<file path="src/ibt_pkg.sv">
package ibt_pkg;
  // clock
  localparam int unsigned CLK_NS = 40;
  // register offsets
  localparam logic [7:0] ADDR_MASTER_BUS_CONFIG = 8'h0F;
  localparam logic [7:0] ADDR_BUS_FILTER_HOLD = 8'h10;
  localparam logic [7:0] ADDR_CLOCK_HIGH = 8'h11;
  localparam logic [7:0] ADDR_CLOCK_LOW = 8'h12;
  localparam logic [7:0] ADDR_GP_CONTROL = 8'h13;
  // master_bus_config fields
  localparam int unsigned BIT_WD_DISABLE = 0;
  localparam int unsigned BIT_WD_SPEEDUP = 1;
  localparam int unsigned BIT_LOCKOUT = 2;
  localparam int unsigned POS_SDA_OUT_DLY = 3;
  // bus_filter_hold_control fields
  localparam int unsigned POS_FILTER = 0;
  localparam int unsigned POS_HOLD = 4;
  // reset values
  localparam logic [7:0] RST_MASTER_BUS_CONFIG = 8'h00;
  localparam logic [3:0] RST_FILTER = 4'h7;
  localparam logic [2:0] RST_HOLD = 3'h1;
  localparam logic [7:0] RST_CLOCK_HIGH = 8'h82;
  localparam logic [7:0] RST_CLOCK_LOW = 8'h82;
  localparam logic [7:0] RST_GP_CONTROL = 8'h00;
  // field units
  localparam int unsigned FILTER_STEP_NS = 10;
  localparam int unsigned HOLD_STEP_NS = 50;
  // watchdog intervals, longest times round down
  localparam int unsigned WDOG_FAST_US = 50;
  localparam int unsigned WDOG_SLOW_S = 1;
  localparam int unsigned WDOG_FAST_CYC = (WDOG_FAST_US * 1000) / CLK_NS;
  localparam int unsigned WDOG_SLOW_CYC = (WDOG_SLOW_S * 1000000000) / CLK_NS;
  localparam int unsigned WDOG_W = 25;
  // bus recovery pulses on scl
  localparam logic [3:0] RECOVER_PULSES = 4'h9;

  typedef struct packed {
    logic [1:0] sda_out_dly;
    logic lockout;
    logic wd_speedup;
    logic wd_disable;
  } ibt_cfg_type;

  typedef struct packed {
    logic wr;
    logic rd;
    logic remote;
    logic [7:0] addr;
    logic [7:0] wdata;
  } ibt_reg_req_type;

  typedef enum logic [1:0] {
    ST_IDLE,
    ST_LOW,
    ST_HIGH_WAIT,
    ST_HIGH
  } ibt_state_type;
endpackage
</file>
<file path="src/ibt_bus_timing_ctrl.sv">
// Function
// with lockout set, register writes arriving from the remote side are dropped.
// lockout never blocks bridged accesses to slaves on the local bus.
// speed-up bit picks a 50 us watchdog interval, else about one second.
// watchdog detects free or hung bus; disable bit set turns it off.
// watchdog expiry with sda high marks the bus free for new transactions.
// watchdog expiry with sda low drives nine clock pulses on scl.
// sampled sda is held after scl falls for hold field times 50 ns.
// glitches on scl and sda up to filter field times 10 ns are rejected.
// master scl high phase lasts the high-duration count.
// master scl low phase lasts the low-duration count.
// as slave, low-duration count is the sda setup before releasing stretched scl.
// timing counts run on the oscillator clock; defaults fit a fast oscillator.
// watchdog restarts on any scl or sda edge, counts only while bus idle.
`timescale 1ns/100ps

module ibt_glitch_filter (
  input wire logic i_mclk,
  input wire logic i_reset_n,
  input wire logic i_raw,
  input wire logic [3:0] i_depth_cyc,
  output logic o_level
);
  logic [3:0] cnt_ff;
  logic [3:0] nxt_cnt;
  logic lvl_ff;
  logic nxt_lvl;
  wire differs = i_raw != lvl_ff;
  wire accept = differs && (cnt_ff >= i_depth_cyc);

  // a change must persist past the depth to be taken
  assign nxt_cnt = (!differs || accept) ? 4'h0 : cnt_ff + 4'h1;
  assign nxt_lvl = accept ? i_raw : lvl_ff;
  assign o_level = lvl_ff;

  always_ff @(posedge i_mclk or negedge i_reset_n) begin
    if (!i_reset_n) begin
      cnt_ff <= 4'h0;
      lvl_ff <= 1'b1;
    end else begin
      cnt_ff <= nxt_cnt;
      lvl_ff <= nxt_lvl;
    end
  end
endmodule

module ibt_bus_timing_ctrl #(
  parameter int unsigned P_WDOG_SLOW_CYC = ibt_pkg::WDOG_SLOW_CYC
) (
  input wire logic i_mclk,
  input wire logic i_reset_n,
  input wire ibt_pkg::ibt_reg_req_type i_reg_req,
  output logic [7:0] o_reg_rdata,
  input wire logic i_scl,
  output logic o_scl,
  output logic o_scl_oe,
  input wire logic i_sda,
  output logic o_sda,
  output logic o_sda_oe,
  input wire logic i_mst_run,
  input wire logic i_mst_sda_low,
  input wire logic i_slv_sda_low,
  input wire logic i_slv_stretch_start,
  input wire logic i_slv_data_ready,
  output logic o_scl_in,
  output logic o_sda_in,
  output logic o_bus_free,
  output logic o_bus_recovering,
  output logic o_mst_active,
  output logic o_bit_tick,
  output logic o_slv_release
);
  ibt_pkg::ibt_cfg_type cfg_ff;
  logic [3:0] filter_ff;
  logic [2:0] hold_ff;
  logic [7:0] high_ff;
  logic [7:0] low_ff;
  logic [7:0] gp_ff;
  logic [7:0] rdata_ff;
  ibt_pkg::ibt_state_type state_ff;
  ibt_pkg::ibt_state_type nxt_state;
  logic [7:0] phase_ff;
  logic [7:0] nxt_phase;
  logic rec_ff;
  logic nxt_rec;
  logic [3:0] pulses_ff;
  logic [3:0] nxt_pulses;
  logic tick_ff;
  logic scl_f;
  logic sda_f;
  logic scl_q_ff;
  logic sda_q_ff;
  logic [3:0] hold_cnt_ff;
  logic [3:0] nxt_hold_cnt;
  logic sda_held_ff;
  logic [ibt_pkg::WDOG_W-1:0] wd_cnt_ff;
  logic [ibt_pkg::WDOG_W-1:0] nxt_wd_cnt;
  logic bus_free_ff;
  logic nxt_bus_free;
  logic mst_own_ff;
  logic nxt_mst_own;
  logic stretch_ff;
  logic setup_act_ff;
  logic [7:0] setup_cnt_ff;
  logic release_ff;
  logic scl_oe_ff;
  logic sda_oe_ff;

  // register decode
  wire wr_ok = i_reg_req.wr && !(i_reg_req.remote && cfg_ff.lockout);
  wire wr_cfg = wr_ok && (i_reg_req.addr == ibt_pkg::ADDR_MASTER_BUS_CONFIG);
  wire wr_fh = wr_ok && (i_reg_req.addr == ibt_pkg::ADDR_BUS_FILTER_HOLD);
  wire wr_high = wr_ok && (i_reg_req.addr == ibt_pkg::ADDR_CLOCK_HIGH);
  wire wr_low = wr_ok && (i_reg_req.addr == ibt_pkg::ADDR_CLOCK_LOW);
  wire wr_gp = wr_ok && (i_reg_req.addr == ibt_pkg::ADDR_GP_CONTROL);
  wire [7:0] wd = i_reg_req.wdata;
  wire [7:0] rd_cfg = {3'h0, cfg_ff};
  wire [7:0] rd_fh = {1'b0, hold_ff, filter_ff};
  wire [7:0] rd_mux =
    (i_reg_req.addr == ibt_pkg::ADDR_MASTER_BUS_CONFIG) ? rd_cfg :
    (i_reg_req.addr == ibt_pkg::ADDR_BUS_FILTER_HOLD) ? rd_fh :
    (i_reg_req.addr == ibt_pkg::ADDR_CLOCK_HIGH) ? high_ff :
    (i_reg_req.addr == ibt_pkg::ADDR_CLOCK_LOW) ? low_ff :
    (i_reg_req.addr == ibt_pkg::ADDR_GP_CONTROL) ? gp_ff : 8'h00;
  wire [7:0] nxt_rdata = i_reg_req.rd ? rd_mux : rdata_ff;

  always_ff @(posedge i_mclk or negedge i_reset_n) begin
    if (!i_reset_n) begin
      cfg_ff <= ibt_pkg::ibt_cfg_type'(ibt_pkg::RST_MASTER_BUS_CONFIG[4:0]);
      filter_ff <= ibt_pkg::RST_FILTER;
      hold_ff <= ibt_pkg::RST_HOLD;
      high_ff <= ibt_pkg::RST_CLOCK_HIGH;
      low_ff <= ibt_pkg::RST_CLOCK_LOW;
      gp_ff <= ibt_pkg::RST_GP_CONTROL;
      rdata_ff <= 8'h00;
    end else begin
      if (wr_cfg) begin
        cfg_ff <= ibt_pkg::ibt_cfg_type'(wd[4:0]);
      end
      if (wr_fh) begin
        filter_ff <= wd[ibt_pkg::POS_FILTER +: 4];
        hold_ff <= wd[ibt_pkg::POS_HOLD +: 3];
      end
      if (wr_high) begin
        high_ff <= wd;
      end
      if (wr_low) begin
        low_ff <= wd;
      end
      if (wr_gp) begin
        gp_ff <= wd;
      end
      rdata_ff <= nxt_rdata;
    end
  end

  // filter depth and hold time in clock cycles, rounded up
  wire [7:0] filt_ns = 8'(filter_ff) * 8'(ibt_pkg::FILTER_STEP_NS);
  wire [7:0] filt_cyc8 = (filt_ns + 8'(ibt_pkg::CLK_NS - 1)) / 8'(ibt_pkg::CLK_NS);
  wire [9:0] hold_ns = 10'(hold_ff) * 10'(ibt_pkg::HOLD_STEP_NS);
  wire [9:0] hold_cyc10 = (hold_ns + 10'(ibt_pkg::CLK_NS - 1)) / 10'(ibt_pkg::CLK_NS);

  ibt_glitch_filter u_scl_filter (
    .i_mclk(i_mclk),
    .i_reset_n(i_reset_n),
    .i_raw(i_scl),
    .i_depth_cyc(filt_cyc8[3:0]),
    .o_level(scl_f)
  );

  ibt_glitch_filter u_sda_filter (
    .i_mclk(i_mclk),
    .i_reset_n(i_reset_n),
    .i_raw(i_sda),
    .i_depth_cyc(filt_cyc8[3:0]),
    .o_level(sda_f)
  );

  // bus condition detection
  wire scl_fall = scl_q_ff && !scl_f;
  wire activity = (scl_f != scl_q_ff) || (sda_f != sda_q_ff);
  wire start_seen = scl_f && scl_q_ff && sda_q_ff && !sda_f;
  wire stop_seen = scl_f && scl_q_ff && !sda_q_ff && sda_f;

  // keep sda steady after scl falls
  assign nxt_hold_cnt = scl_fall ? hold_cyc10[3:0] :
    (hold_cnt_ff != 4'h0) ? hold_cnt_ff - 4'h1 : 4'h0;
  wire hold_busy = scl_fall || (hold_cnt_ff != 4'h0);
  wire nxt_sda_held = hold_busy ? sda_held_ff : sda_f;

  // watchdog
  wire [ibt_pkg::WDOG_W-1:0] wd_limit = cfg_ff.wd_speedup ?
    ibt_pkg::WDOG_W'(ibt_pkg::WDOG_FAST_CYC) : ibt_pkg::WDOG_W'(P_WDOG_SLOW_CYC);
  wire wd_quiet = !activity && (state_ff == ibt_pkg::ST_IDLE) && !stretch_ff;
  wire wd_run = !cfg_ff.wd_disable && wd_quiet;
  wire wd_expire = wd_run && (wd_cnt_ff >= wd_limit - ibt_pkg::WDOG_W'(1));
  assign nxt_wd_cnt = (!wd_run || wd_expire) ? '0 : wd_cnt_ff + ibt_pkg::WDOG_W'(1);

  assign nxt_bus_free = (wd_expire && sda_f) ? 1'b1 :
    stop_seen ? 1'b1 :
    start_seen ? 1'b0 : bus_free_ff;

  // new master transfers only start on a free bus or one the master still owns; lockout plays no part
  wire mst_accept = i_mst_run && (bus_free_ff || mst_own_ff) && !rec_ff;
  assign nxt_mst_own = (mst_own_ff || (mst_accept && state_ff == ibt_pkg::ST_IDLE)) &&
    !(stop_seen && !i_mst_run);

  // scl phase generator
  wire low_done = (phase_ff + 8'h01) >= low_ff;
  wire high_done = (phase_ff + 8'h01) >= high_ff;
  wire last_pulse = (pulses_ff + 4'h1) == ibt_pkg::RECOVER_PULSES;

  always_comb begin
    nxt_state = state_ff;
    nxt_phase = phase_ff + 8'h01;
    nxt_rec = rec_ff;
    nxt_pulses = pulses_ff;
    case (state_ff)
      ibt_pkg::ST_IDLE: begin
        nxt_phase = 8'h00;
        if (wd_expire && !sda_f) begin
          nxt_rec = 1'b1;
          nxt_pulses = 4'h0;
          nxt_state = ibt_pkg::ST_LOW;
        end else if (mst_accept) begin
          nxt_state = ibt_pkg::ST_LOW;
        end
      end
      ibt_pkg::ST_LOW: begin
        if (low_done) begin
          nxt_phase = 8'h00;
          nxt_state = ibt_pkg::ST_HIGH_WAIT;
        end
      end
      ibt_pkg::ST_HIGH_WAIT: begin
        nxt_phase = 8'h00;
        if (scl_f) begin
          nxt_state = ibt_pkg::ST_HIGH;
        end
      end
      ibt_pkg::ST_HIGH: begin
        if (high_done) begin
          nxt_phase = 8'h00;
          if (rec_ff) begin
            nxt_pulses = pulses_ff + 4'h1;
            if (last_pulse) begin
              nxt_rec = 1'b0;
              nxt_state = ibt_pkg::ST_IDLE;
            end else begin
              nxt_state = ibt_pkg::ST_LOW;
            end
          end else if (i_mst_run) begin
            nxt_state = ibt_pkg::ST_LOW;
          end else begin
            nxt_state = ibt_pkg::ST_IDLE;
          end
        end
      end
      default: begin
        nxt_state = ibt_pkg::ST_IDLE;
        nxt_phase = 8'h00;
        nxt_rec = 1'b0;
      end
    endcase
  end

  wire nxt_tick = (state_ff == ibt_pkg::ST_HIGH) && high_done;

  // slave clock stretch with sda setup
  wire setup_done = setup_act_ff && ((setup_cnt_ff + 8'h01) >= low_ff);
  wire nxt_stretch = (stretch_ff || i_slv_stretch_start) && !setup_done;
  wire nxt_setup_act = (setup_act_ff || (i_slv_data_ready && stretch_ff)) && !setup_done;
  wire [7:0] nxt_setup_cnt = setup_act_ff ? setup_cnt_ff + 8'h01 : 8'h00;

  // open-drain drives
  wire nxt_scl_oe = (nxt_state == ibt_pkg::ST_LOW) || nxt_stretch;
  wire nxt_sda_oe = !nxt_rec && (i_mst_sda_low || i_slv_sda_low);

  always_ff @(posedge i_mclk or negedge i_reset_n) begin
    if (!i_reset_n) begin
      state_ff <= ibt_pkg::ST_IDLE;
      phase_ff <= 8'h00;
      rec_ff <= 1'b0;
      pulses_ff <= 4'h0;
      tick_ff <= 1'b0;
      scl_q_ff <= 1'b1;
      sda_q_ff <= 1'b1;
      hold_cnt_ff <= 4'h0;
      sda_held_ff <= 1'b1;
      wd_cnt_ff <= '0;
      bus_free_ff <= 1'b1;
      mst_own_ff <= 1'b0;
      stretch_ff <= 1'b0;
      setup_act_ff <= 1'b0;
      setup_cnt_ff <= 8'h00;
      release_ff <= 1'b0;
      scl_oe_ff <= 1'b0;
      sda_oe_ff <= 1'b0;
    end else begin
      state_ff <= nxt_state;
      phase_ff <= nxt_phase;
      rec_ff <= nxt_rec;
      pulses_ff <= nxt_pulses;
      tick_ff <= nxt_tick;
      scl_q_ff <= scl_f;
      sda_q_ff <= sda_f;
      hold_cnt_ff <= nxt_hold_cnt;
      sda_held_ff <= nxt_sda_held;
      wd_cnt_ff <= nxt_wd_cnt;
      bus_free_ff <= nxt_bus_free;
      mst_own_ff <= nxt_mst_own;
      stretch_ff <= nxt_stretch;
      setup_act_ff <= nxt_setup_act;
      setup_cnt_ff <= nxt_setup_cnt;
      release_ff <= setup_done;
      scl_oe_ff <= nxt_scl_oe;
      sda_oe_ff <= nxt_sda_oe;
    end
  end

  assign o_reg_rdata = rdata_ff;
  assign o_scl = 1'b0;
  assign o_sda = 1'b0;
  assign o_scl_oe = scl_oe_ff;
  assign o_sda_oe = sda_oe_ff;
  assign o_scl_in = scl_q_ff;
  assign o_sda_in = sda_held_ff;
  assign o_bus_free = bus_free_ff;
  assign o_bus_recovering = rec_ff;
  assign o_mst_active = mst_own_ff;
  assign o_bit_tick = tick_ff;
  assign o_slv_release = release_ff;
endmodule

</file>
<file path="config.mk">
export PLATFORM = sky130hd
export DESIGN_NAME = ibt_bus_timing_ctrl
export DESIGN_NICKNAME = d
export VERILOG_FILES = /design/src/ibt_pkg.sv /design/src/ibt_bus_timing_ctrl.sv
export SDC_FILE = /design/constraint.sdc
export NUM_CORES = 1
export LEC_CHECK = 0
export BUFFER_PORTS_ARGS = -buffer_cell sky130_fd_sc_hd__buf_2
export CAP_MARGIN = 20
export CORE_MARGIN = 8
export CORE_UTILIZATION = 45
export DETAILED_ROUTE_END_ITERATION = 10
export HOLD_SLACK_MARGIN = 0.15
export PLACE_DENSITY = 0.65
export SLEW_MARGIN = 10
export SYNTH_ARGS = -nofsm -noshare
export SYNTH_HDL_FRONTEND = slang
export SYNTH_HIERARCHICAL = 1
export SYNTH_SLANG_ARGS = --single-unit
</file>
<file path="constraint.sdc">
create_clock -name i_mclk -period 4.7 [get_ports i_mclk]
set_input_delay 0.94 -clock i_mclk [delete_from_list [all_inputs] [get_ports i_mclk]]
set_output_delay 0.94 -clock i_mclk [all_outputs]
set_load 0.01 [all_outputs]
</file>
After elaboration in Yosys (flattened, before gate mapping)
Cells that the tools add are included.
- output and inout bits: 19
- word-level logic and storage cells: 169
- register bits: 117
- input port bits: 28
- $add $sub $neg: 10
- div/mod/pow operators: 2
- eq/ne operators: 17
- magnitude comparators: 6
- mux-type cells: 36
- reductions and logical operators: 64
- multipliers: 2
- operators by type and width (operator ; count):
    two-way mux 8 bit ; 8
    two-way mux 25 bit ; 2
    equality test 8 x 5 -> 1 bit, second input constant ; 4
    logical AND 1 bit ; 32
    two-way mux 4 bit ; 7
    adder 25 x 1 -> 25 bit, second input constant ; 1
    >= comparator 25 bit ; 1
    subtractor 25 x 1 -> 25 bit, second input constant ; 1
    >= comparator 8 bit ; 3
    case mux 8 bit (3 select lines) ; 1
    adder 8 x 1 -> 8 bit, second input constant ; 2
    zero test 1 bit ; 15
    adder 4 x 1 -> 4 bit, second input constant ; 3
    two-way mux 2 bit ; 6
    logical OR 1 bit ; 11
    adder 9 x 6 -> 10 bit, second input constant ; 1
    divider 10 x 6 -> 10 bit, second input constant ; 1
    two-way mux 1 bit ; 9
    adder 8 x 6 -> 8 bit, second input constant ; 1
    divider 8 x 6 -> 8 bit, second input constant ; 1
    equality test 8 x 4 -> 1 bit, second input constant ; 1
    >= comparator 4 bit ; 2
    multiplier 3 x 5 -> 8 bit, second input constant ; 1
    case mux 2 bit (4 select lines) ; 1
    other kinds (16) ; 22

Longest topological paths before layout
Gate-level depths: netlist of run 1.
- depth in word-level cells: 12
- mapped depth: 17
- mapped depth without buffers: 17

By module
Netlist of run 1, hierarchy kept.
- by module, submodules not included (module ; sequential area each (µm²) ; area an instance (µm²) ; cells each ; times used):
    ibt_bus_timing_ctrl ; 2692.6 ; 7173.1 ; 730 ; 1
    ibt_glitch_filter ; 126.4 ; 330.3 ; 30 ; 2

Worst setup path before layout of run 1
OpenSTA, ideal clock, no wires.
- path kind: reg-to-reg
- from: reg filter_ff[1]
- to: reg u_scl_filter.lvl_ff (netlist: u_scl_filter/o_level)
- stages on the path, launching flop included: 18
- setup time: 82 ps
- clock period less this slack: 4087 ps
- path buffers: 0
- path slack: 613 ps
- data arrival time: 4005 ps
- path through: dfstp_2 -> ha_1 -> ha_1 -> fa_1 -> a21oi_1 -> xnor2_1 -> ha_1 -> a21boi_0 -> a21oi_1 -> o21a_1 -> a21o_1 -> a22oi_1 -> o221ai_1 -> ha_1 -> nand2b_4 -> a2111oi_4 -> nor2_1 -> mux2_4
- word-level cells in the longest chain between the ends: 5
- RTL lines (item ; line ; text):
    start: declaration ; ibt_bus_timing_ctrl.sv:74 ; logic [3:0] filter_ff;
    start signal: assignment ; ibt_bus_timing_ctrl.sv:130 ; filter_ff <= ibt_pkg::RST_FILTER;
    start signal: assignment ; ibt_bus_timing_ctrl.sv:141 ; filter_ff <= wd[ibt_pkg::POS_FILTER +: 4];
    multiplier 4 x 3 -> 7 bit ; ibt_bus_timing_ctrl.sv:158 ; wire [7:0] filt_ns = 8'(filter_ff) * 8'(ibt_pkg::FILTER_STEP_NS);
    adder 8 x 6 -> 8 bit ; ibt_bus_timing_ctrl.sv:159 ; wire [7:0] filt_cyc8 = (filt_ns + 8'(ibt_pkg::CLK_NS - 1)) / 8'(ibt_pkg::CLK_NS);
    divider 8 x 6 -> 8 bit ; ibt_bus_timing_ctrl.sv:159 ;
    named net filt_cyc8[0] ; ibt_bus_timing_ctrl.sv:159 ;
    >= comparator 4 bit ; ibt_bus_timing_ctrl.sv:29 ; wire accept = differs && (cnt_ff >= i_depth_cyc);
    logical AND 1 bit ; ibt_bus_timing_ctrl.sv:29 ;
    end signal: assignment ; ibt_bus_timing_ctrl.sv:42 ; lvl_ff <= nxt_lvl;
    end: declaration ; ibt_bus_timing_ctrl.sv:26 ; logic lvl_ff;
The timed path passes the listed nets, and every way through them passes these cells.
A chain may end at the register's enable or synchronous reset.

Final worst setup path of run 1
Ends and elaborated chain as after synthesis.

==> results by group, run 1 <==
Status
  • Outcome: finished clean

Synthesis
  • Yosys warnings: 6
  • Dominant cell type by area after synthesis: dfrtp_1
  • Top-count cell post-synth: dfrtp_1
  • Seq/Total Area, Yosys: 0.376
  • Yosys top cell area share: 0.329
  • Synth Instances: 790
  • Avg Inst Size Synth: 9.92 sq um
  • Commonest cells post-synth: dfrtp_1, nor2_1, ha_1, inv_1, nand2_1
  • Library cells used by synthesis: 75
  • Largest cells by area after synthesis: dfrtp_1, ha_1, mux2_2
  • Async S/R FF share, synth: 1.00
  • Synthesized area: ~0.0078 sq mm
  • Top FF cell, synth: dfrtp_1
  • Yosys reg bits: roughly 120
  • EDFF count, synth: 0

CTS
  • Hold Buf Count CTS: 0
  • CTS H-tree depth: 4
  • CTS tree: yes
  • CTS Sinks: about 120
  • Setup repair bufs after CTS: 0
  • Root Buffer Master: clkbuf_16
  • Clk_lat worst skew: about 420 ps
  • Clock Pin Slew Worst Setup and Hold Paths: around 50 ps
  • CTS resizes: 0
  • Clock tree buffer depth: 2
  • Number of buffers created by CTS: 17

Placement
  • Final HPWL from detailed placement: 12.9 mm
  • Final GP Congestion: a little over 0.8
  • I/O Buffers: 44

Die
  • Area of the die: about 0.022 sq mm
  • Core area: approximately 0.017 sq mm
  • Initial Utilization: 0.456
  • Site Rows: between 40 and 50
  • Num ports: 47
  • Die Wd: ~150 um
  • Die H: roughly 150 um

Setup path
  • Reg-to-reg setup timing slack: roughly 320 ps
  • R2R depth: 16
  • Critical path class: flop to flop
  • Crit-path cells: ha_1, ha_1, fa_1, a21oi_1, xnor2_1, ha_1, a21oi_1, o21a_1, a21o_1, a22oi_1, o221ai_1, ha_1, nand2b_4, a2111oi_4, nor2_1, mux2_4
  • Crit Path Max Fanout: 6
  • Critical Path AT: 4720 ps
  • Worst setup EP type: flop
  • Crit path max-delay cell type: fa_1
  • Critical Path RT: approximately 5000 ps
  • Crit path top cell by count: ha_1
  • Worst r2r dst: u_scl_filter/o_level
  • Critical R2R Launch: filter_ff[1]
  • Max stage delay on crit path: 590 ps
  • Setup crit start kind: flop

Route
  • Initial DRC Count: 282
  • Post-Route WL: between 15 and 20 mm
  • Via Count: between 5000 and 6000
  • Routed length per instance: 15.6 um
  • Via-per-instance ratio: 5.34
  • Router iterations before antenna repair: 5
  • Routed Antenna Nets: 0
  • DR DRC count: 0

Hold path
  • WHS Path Cells: 0
  • Hold path endpoint: o_scl_in
  • Hold_sp: u_scl_filter/o_level
  • Hold crit path type: flop to flop

Layout
  • P&R area growth vs syn: 13.4%
  • Layout cell share with drive strength beyond 1: 0.180
  • Nets@finish: roughly 950
  • # fillers: between 1500 and 2000
  • Final core utilization: 0.517
  • Ant diodes: 0

Power and ir drop
  • Internal Power: about 2.5 mW
  • Power density over the cells: roughly 430 mW/mm^2
  • Max VDD drop: about 240 uV
  • Combinational fraction of design power: 0.334
  • LEAKAGE: 4.14 nW
  • Net Switching: 1.25 mW
  • Register share of total power: 0.343
  • Clk pwr share: 0.323
  • Sw frac: 0.331

STA
  • Clk_skew: 12.7 ps
  • Slew Viols, Final: 0
  • Fmax: roughly 230 MHz
  • Minimum clock period: approximately 4400 ps
  • Final Hold Fails: 0
  • Setup TNS: 0 ps
  • Worst slew pin tran: 934 ps
  • # setup viols final: 0
  • RSZ-0062 raised after global routing: false
  • Rel. slew slack: 0.372
  • Final cycle utilization of the critical path: 0.931

Global route
  • GR Overflow Total: 0
  • Vias in the first global route: around 5800
  • Antenna violations before repair: 1
  • GRT Util Overall: 0.164
  • First-pass GRT wire length: just under 30 mm
  • Largest net degree at the start of global routing: between 60 and 70

Job
  • Max_cap viols: 0
placed cells by master (no fill, tap or decap), types with 26 or more instances in the layout:
cell     instances
nand2_1         42
mux2_2          34
buf_2           43
nor2_1          83
inv_1           50
a21oi_1         27
dfrtp_1        103
o21ai_0         29
xnor2_1         29
nand3_1         31
ha_1            79
a21o_1          26
power groups by stage:
| stage | Sequential (mW) | Combinational (mW) | Clock (mW) |
|---|---|---|---|
| after detailed placement | 1.32 | 1.26 | 0 |
| after global routing | 1.32 | 1.44 | 1.30 |
| final | 1.30 | 1.27 | 1.22 |
| after floorplan | 1.28 | 0.999 | 0 |
| after CTS | 1.30 | 1.27 | 1.26 |
| after global placement | 1.32 | 1.24 | 0 |
cell type report:
cell class / instances / area, sq um / share of cell area
Clock buffer: 28 / 517 / 0.0582
Clock inverter: 4 / 45.0 / 0.00507
Inverter: 50 / 188 / 0.0211
Multi-Input combinational cell: 611 / 4650 / 0.523
Sequential cell: 117 / 2950 / 0.332
Tap cell: 225 / 282 / 0.0317
Timing Repair Buffer: 49 / 260 / 0.0293
metal layers:
layer | up-vias | share of wire | track usage
met5 | - | 0.00059 | 0
met4 | 2 | 0.014 | 0.0602
met3 | 17 | 0.030 | 0.0373
met2 | 75 | 0.47 | 0.269
met1 | 2745 | 0.48 | 0.208
li1 | 2950 | - | -
sequential cells by signal, indices dropped and copies added, names as in the netlist, 2 cells and up:
register and cells:
phase_ff 8, hold_cnt_ff 4, wd_cnt_ff 25, state_ff 2, low_ff 8, setup_cnt_ff 8
hold_ff 3, filter_ff 4, u_scl_filter/cnt_ff 4, u_sda_filter/cnt_ff 4, gp_ff 8, o_reg_rdata 8
cfg_ff 5, pulses_ff 4, high_ff 8
kinds of logic (layout without fill, tap and decap cells):
kind of cell               Yosys count  after routing  synth area share
adders and majority gates           80             80             0.129
and+or+nand+nor                    260            260             0.167
buffers and inverters               65            131            0.0342
AOI/OAI and AO/OA                  164            164             0.151
DFF                                117            117             0.376
other                                1              4          0.000479
muxes                               48             48            0.0792
xor gates and xnor gates            55             55            0.0632
worst max-delay path by stage:
stage	from	to	slack [ps]	cells after the start
4_1_cts	filter_ff[3]	u_scl_filter/o_level	340	17
5_1_grt	filter_ff[3]	u_scl_filter/o_level	50	17
2_1_floorplan	filter_ff[1]	u_scl_filter/o_level	610	17
3_5_place_dp	filter_ff[1]	u_scl_filter/o_level	370	17
6_report	filter_ff[1]	u_scl_filter/o_level	320	16
3_3_place_gp	filter_ff[3]	u_scl_filter/o_level	460	17
through the flow:
step                      cells  area [sq um]  hold slack (ps)  power (mW)  setup slack, ps
after global routing       1084          8880              450        4.06             54.5
final                      1084          8880              448        3.79              323
after CTS                  1084          8870              448        3.83              342
after floorplan             793          7850              385        2.28              613
after detailed placement   1052          8310              434        2.58              369
after global placement     1052          8310              431        2.56              458
worst max-delay path, delay by kind of cell (launching register included):
| kind | cells | cell delay [ps] |
|---|---|---|
| xor+xnor | 1 | 380 |
| compound gates | 7 | 1150 |
| flops | 1 | 550 |
| simple gates | 2 | 270 |
| fa+ha+maj | 5 | 1650 |
| mux | 1 | 310 |
Note: power is estimated with default switching activity, not from simulation.
==> run 2, diff against run 1 <==
--- a/config.mk
+++ b/config.mk
@@ -10,10 +10,10 @@
 export CORE_MARGIN = 8
 export CORE_UTILIZATION = 45
 export DETAILED_ROUTE_END_ITERATION = 10
-export HOLD_SLACK_MARGIN = 0.15
+export HOLD_SLACK_MARGIN = 0.1
 export PLACE_DENSITY = 0.65
+export RECOVER_POWER = 100
 export SLEW_MARGIN = 10
 export SYNTH_ARGS = -nofsm -noshare
 export SYNTH_HDL_FRONTEND = slang
-export SYNTH_HIERARCHICAL = 1
 export SYNTH_SLANG_ARGS = --single-unit
==> run 2 against run 1 <==
The run now ends with max-capacitance violations, max-slew violations left. Global-route usage down 0.43 points. Count of clock-buffer cells in the layout down 8. Non-clock buffer count up 3. Register-to-register slack worse by 60 ps. Synthesized area down 1.5%. Critical endpoint is now u_scl_filter.cnt_ff[2]. Largest cell class unchanged.
==> results by group, run 2 <==
STA
  • Clk_skew: 8.84 ps
  • Final cycle utilization of the critical path: 0.944
  • Worst slew pin tran: about 1700 ps
  • Final setup margin: approximately 270 ps
  • Minimum clock period: 4430 ps
  • Slew Viols, Final: a little over 70
  • RSZ-0062 raised after global routing: false
  • Final Hold Fails: 0
  • Rel. slew slack: -0.164
  • # setup viols final: 0
  • Fmax: roughly 230 MHz
  • Setup TNS: 0 ps

Power and ir drop
  • Power density over the cells: approximately 420 mW/mm^2
  • Max VDD drop: ~270 uV
  • LEAKAGE: 3.94 nW

Layout
  • Ant diodes: 0
  • Layout cell share with drive strength beyond 1: 0.159
  • Commonest non-fill, non-tap cell in the layout: dfrtp_1
  • Most frequent cells in the layout: dfrtp_1, nor2_1, ha_1
  • P&R area growth vs syn: 12.4%
  • Largest register FFs: 25
  • Nets@finish: 936
  • Largest Register: wd_cnt_ff

Hold path
  • Hold crit path type: flop to flop

Job
  • Max_cap viols: 1

Route
  • Initial DRC Count: roughly 310
  • Post-Route WL: 16.4 mm
  • Routed Antenna Nets: 0
  • Routed length per instance: 15.3 um
  • Router iterations before antenna repair: 5
  • Via Count: 5830
  • Via-per-instance ratio: 5.45
  • DR DRC count: 0

Global route
  • Busiest layer in global routing: met2
  • GR Overflow Total: 0
  • Vias in the first global route: ~5700
  • GRT Util Overall: 0.160
  • First-pass GRT wire length: ~28 mm
  • Grt met2 use: 0.246
  • Met3 Use GR: 0.0394
  • Antenna violations before repair: 0
  • Largest net degree at the start of global routing: 72
  • Grt met1 use: 0.219

CTS
  • Root Buffer Master: clkbuf_16
  • Clock tree buffer depth: 2
  • Clock Pin Slew Worst Setup and Hold Paths: approximately 60 ps
  • CTS H-tree depth: 4
  • Clk_lat worst skew: ~420 ps
  • CTS Sinks: approximately 120
  • Number of buffers created by CTS: 17
  • CTS tree: yes

Placement
  • Place WS: around 150 ps
  • I/O Buffers: 44
  • Final HPWL from detailed placement: 12.0 mm
  • Final GP Congestion: ~0.8

Synthesis
  • Avg Inst Size Synth: about 9.8 sq um
  • Largest cells by area after synthesis: dfrtp_1, ha_1, mux2_2
  • Yosys top cell area share: 0.334
  • Seq/Total Area, Yosys: 0.382
  • Commonest cells post-synth: dfrtp_1, nor2_1, ha_1, inv_1, nand2_1
  • Top-count cell post-synth: dfrtp_1
  • Yosys warnings: 0
  • EDFF count, synth: 0
  • Library cells used by synthesis: 78
  • Top FF cell, synth: dfrtp_1
  • Dominant cell type by area after synthesis: dfrtp_1
  • Yosys reg bits: ~120
  • Synth Instances: around 780
  • Synthesized area: between 0.007 and 0.008 sq mm
  • Async S/R FF share, synth: 1.00

Setup path
  • Critical path class: flop to flop
  • Critical Path RT: just over 5000 ps
  • Setup crit start kind: flop
  • Crit Path Max Fanout: 6
  • Worst setup EP type: flop
  • Critical Path AT: between 4000 and 5000 ps

Die
  • Die H: 147 um
  • Site Rows: 48
  • Num ports: 47
  • Initial Utilization: 0.453
  • Core area: 0.0171 sq mm
  • Die Wd: around 150 um
  • Area of the die: between 0.02 and 0.025 sq mm

Status
  • Outcome: finished, violations left
  • Failing checks: max-capacitance violations, max-slew violations
[run 2: cell types whose count changed after synthesis, moves of 4 or more]
| cell | delta |
|---|---|
| a21oi_1 | +4 |
| nor3b_1 | -4 |
| nor4_1 | -4 |
| o21ai_0 | +6 |
| and3_1 | -4 |
| xnor2_1 | -5 |
| a21o_1 | -13 |
[run 2: metrics by stage]
stage,total power [mW],utilization,area (sq um),instances,hold WS (ps)
floorplan,2.09,-,7720,785,353
global placement,2.35,0.477,8130,1036,415
detailed placement,2.37,0.477,8130,1036,413
CTS,3.72,0.512,8740,1068,426
global route,3.90,0.509,8680,1069,498
finish,3.66,0.509,8680,1069,476
[run 2: worst paths after layout]
kind | start | depth (start not counted) | slack [ps] | endpoint
min in group asynchronous | i_reset_n | 1 | 960 | o_reg_rdata[6]
worst max-delay path | filter_ff[3] | 18 | 270 | u_scl_filter.cnt_ff[2]
worst max register to register | filter_ff[3] | 18 | 270 | u_scl_filter.cnt_ff[2]
worst min-delay path | u_scl_filter.o_level | 0 | 480 | o_scl_in
worst min register to register | u_scl_filter.o_level | 0 | 480 | o_scl_in
max in group asynchronous | i_reset_n | 2 | 1740 | setup_cnt_ff[6]
[run 2: critical path: stages (launching register included)]
cell and delay, ps:
dfrtp_1 460, ha_1 330, ha_1 230, fa_2 570, a21oi_2 40, xor2_1 200, inv_1 110, ha_1 310
a22oi_1 60, mux2_2 320, o21bai_1 160, a21oi_1 160, o221ai_1 170, ha_1 290, nand2b_1 140, a21o_1 170
a211o_1 300, nand2b_2 210, nor2_1 130
[run 2: layout make-up]
class	instances	area [sq um]
timing repair buffer	52	239
inverter	49	184
clock inverter	12	154
clock buffer	20	457
fill	1627	8380
multi-input combinational	594	4420
sequential	117	2950
tap	225	282
[run 2: layer usage]
layer,up-vias,share of wire
met4,0,0.011
met2,104,0.46
li1,2911,-
met1,2799,0.49
met5,-,0
met3,16,0.045
[run 2: logic make-up after synthesis]
family                     count (synthesis)  synth area share
muxes                                     48            0.0794
xor gates and xnor gates                  49            0.0556
buffers and inverters                     74            0.0443
adders and majority gates                 78             0.127
other                                      1          0.000486
DFF                                      117             0.382
AOI/OAI and AO/OA                        165             0.149
and+or+nand+nor                          252             0.163
[run 2: repair_timing]
item | CTS | global route
hold buffers | 0 | 0
buffers inserted | 0 | 1
gates resized for setup | 0 | 3
setup endpoints to repair | 0 | 9
[run 2: report_power, final]
part	total, mW	internal [mW]	switching (mW)	leakage, nW
combinational	1.06	0.476	0.579	2.11
sequential	1.27	1.14	0.131	1.54
clock	1.33	0.860	0.471	0.292
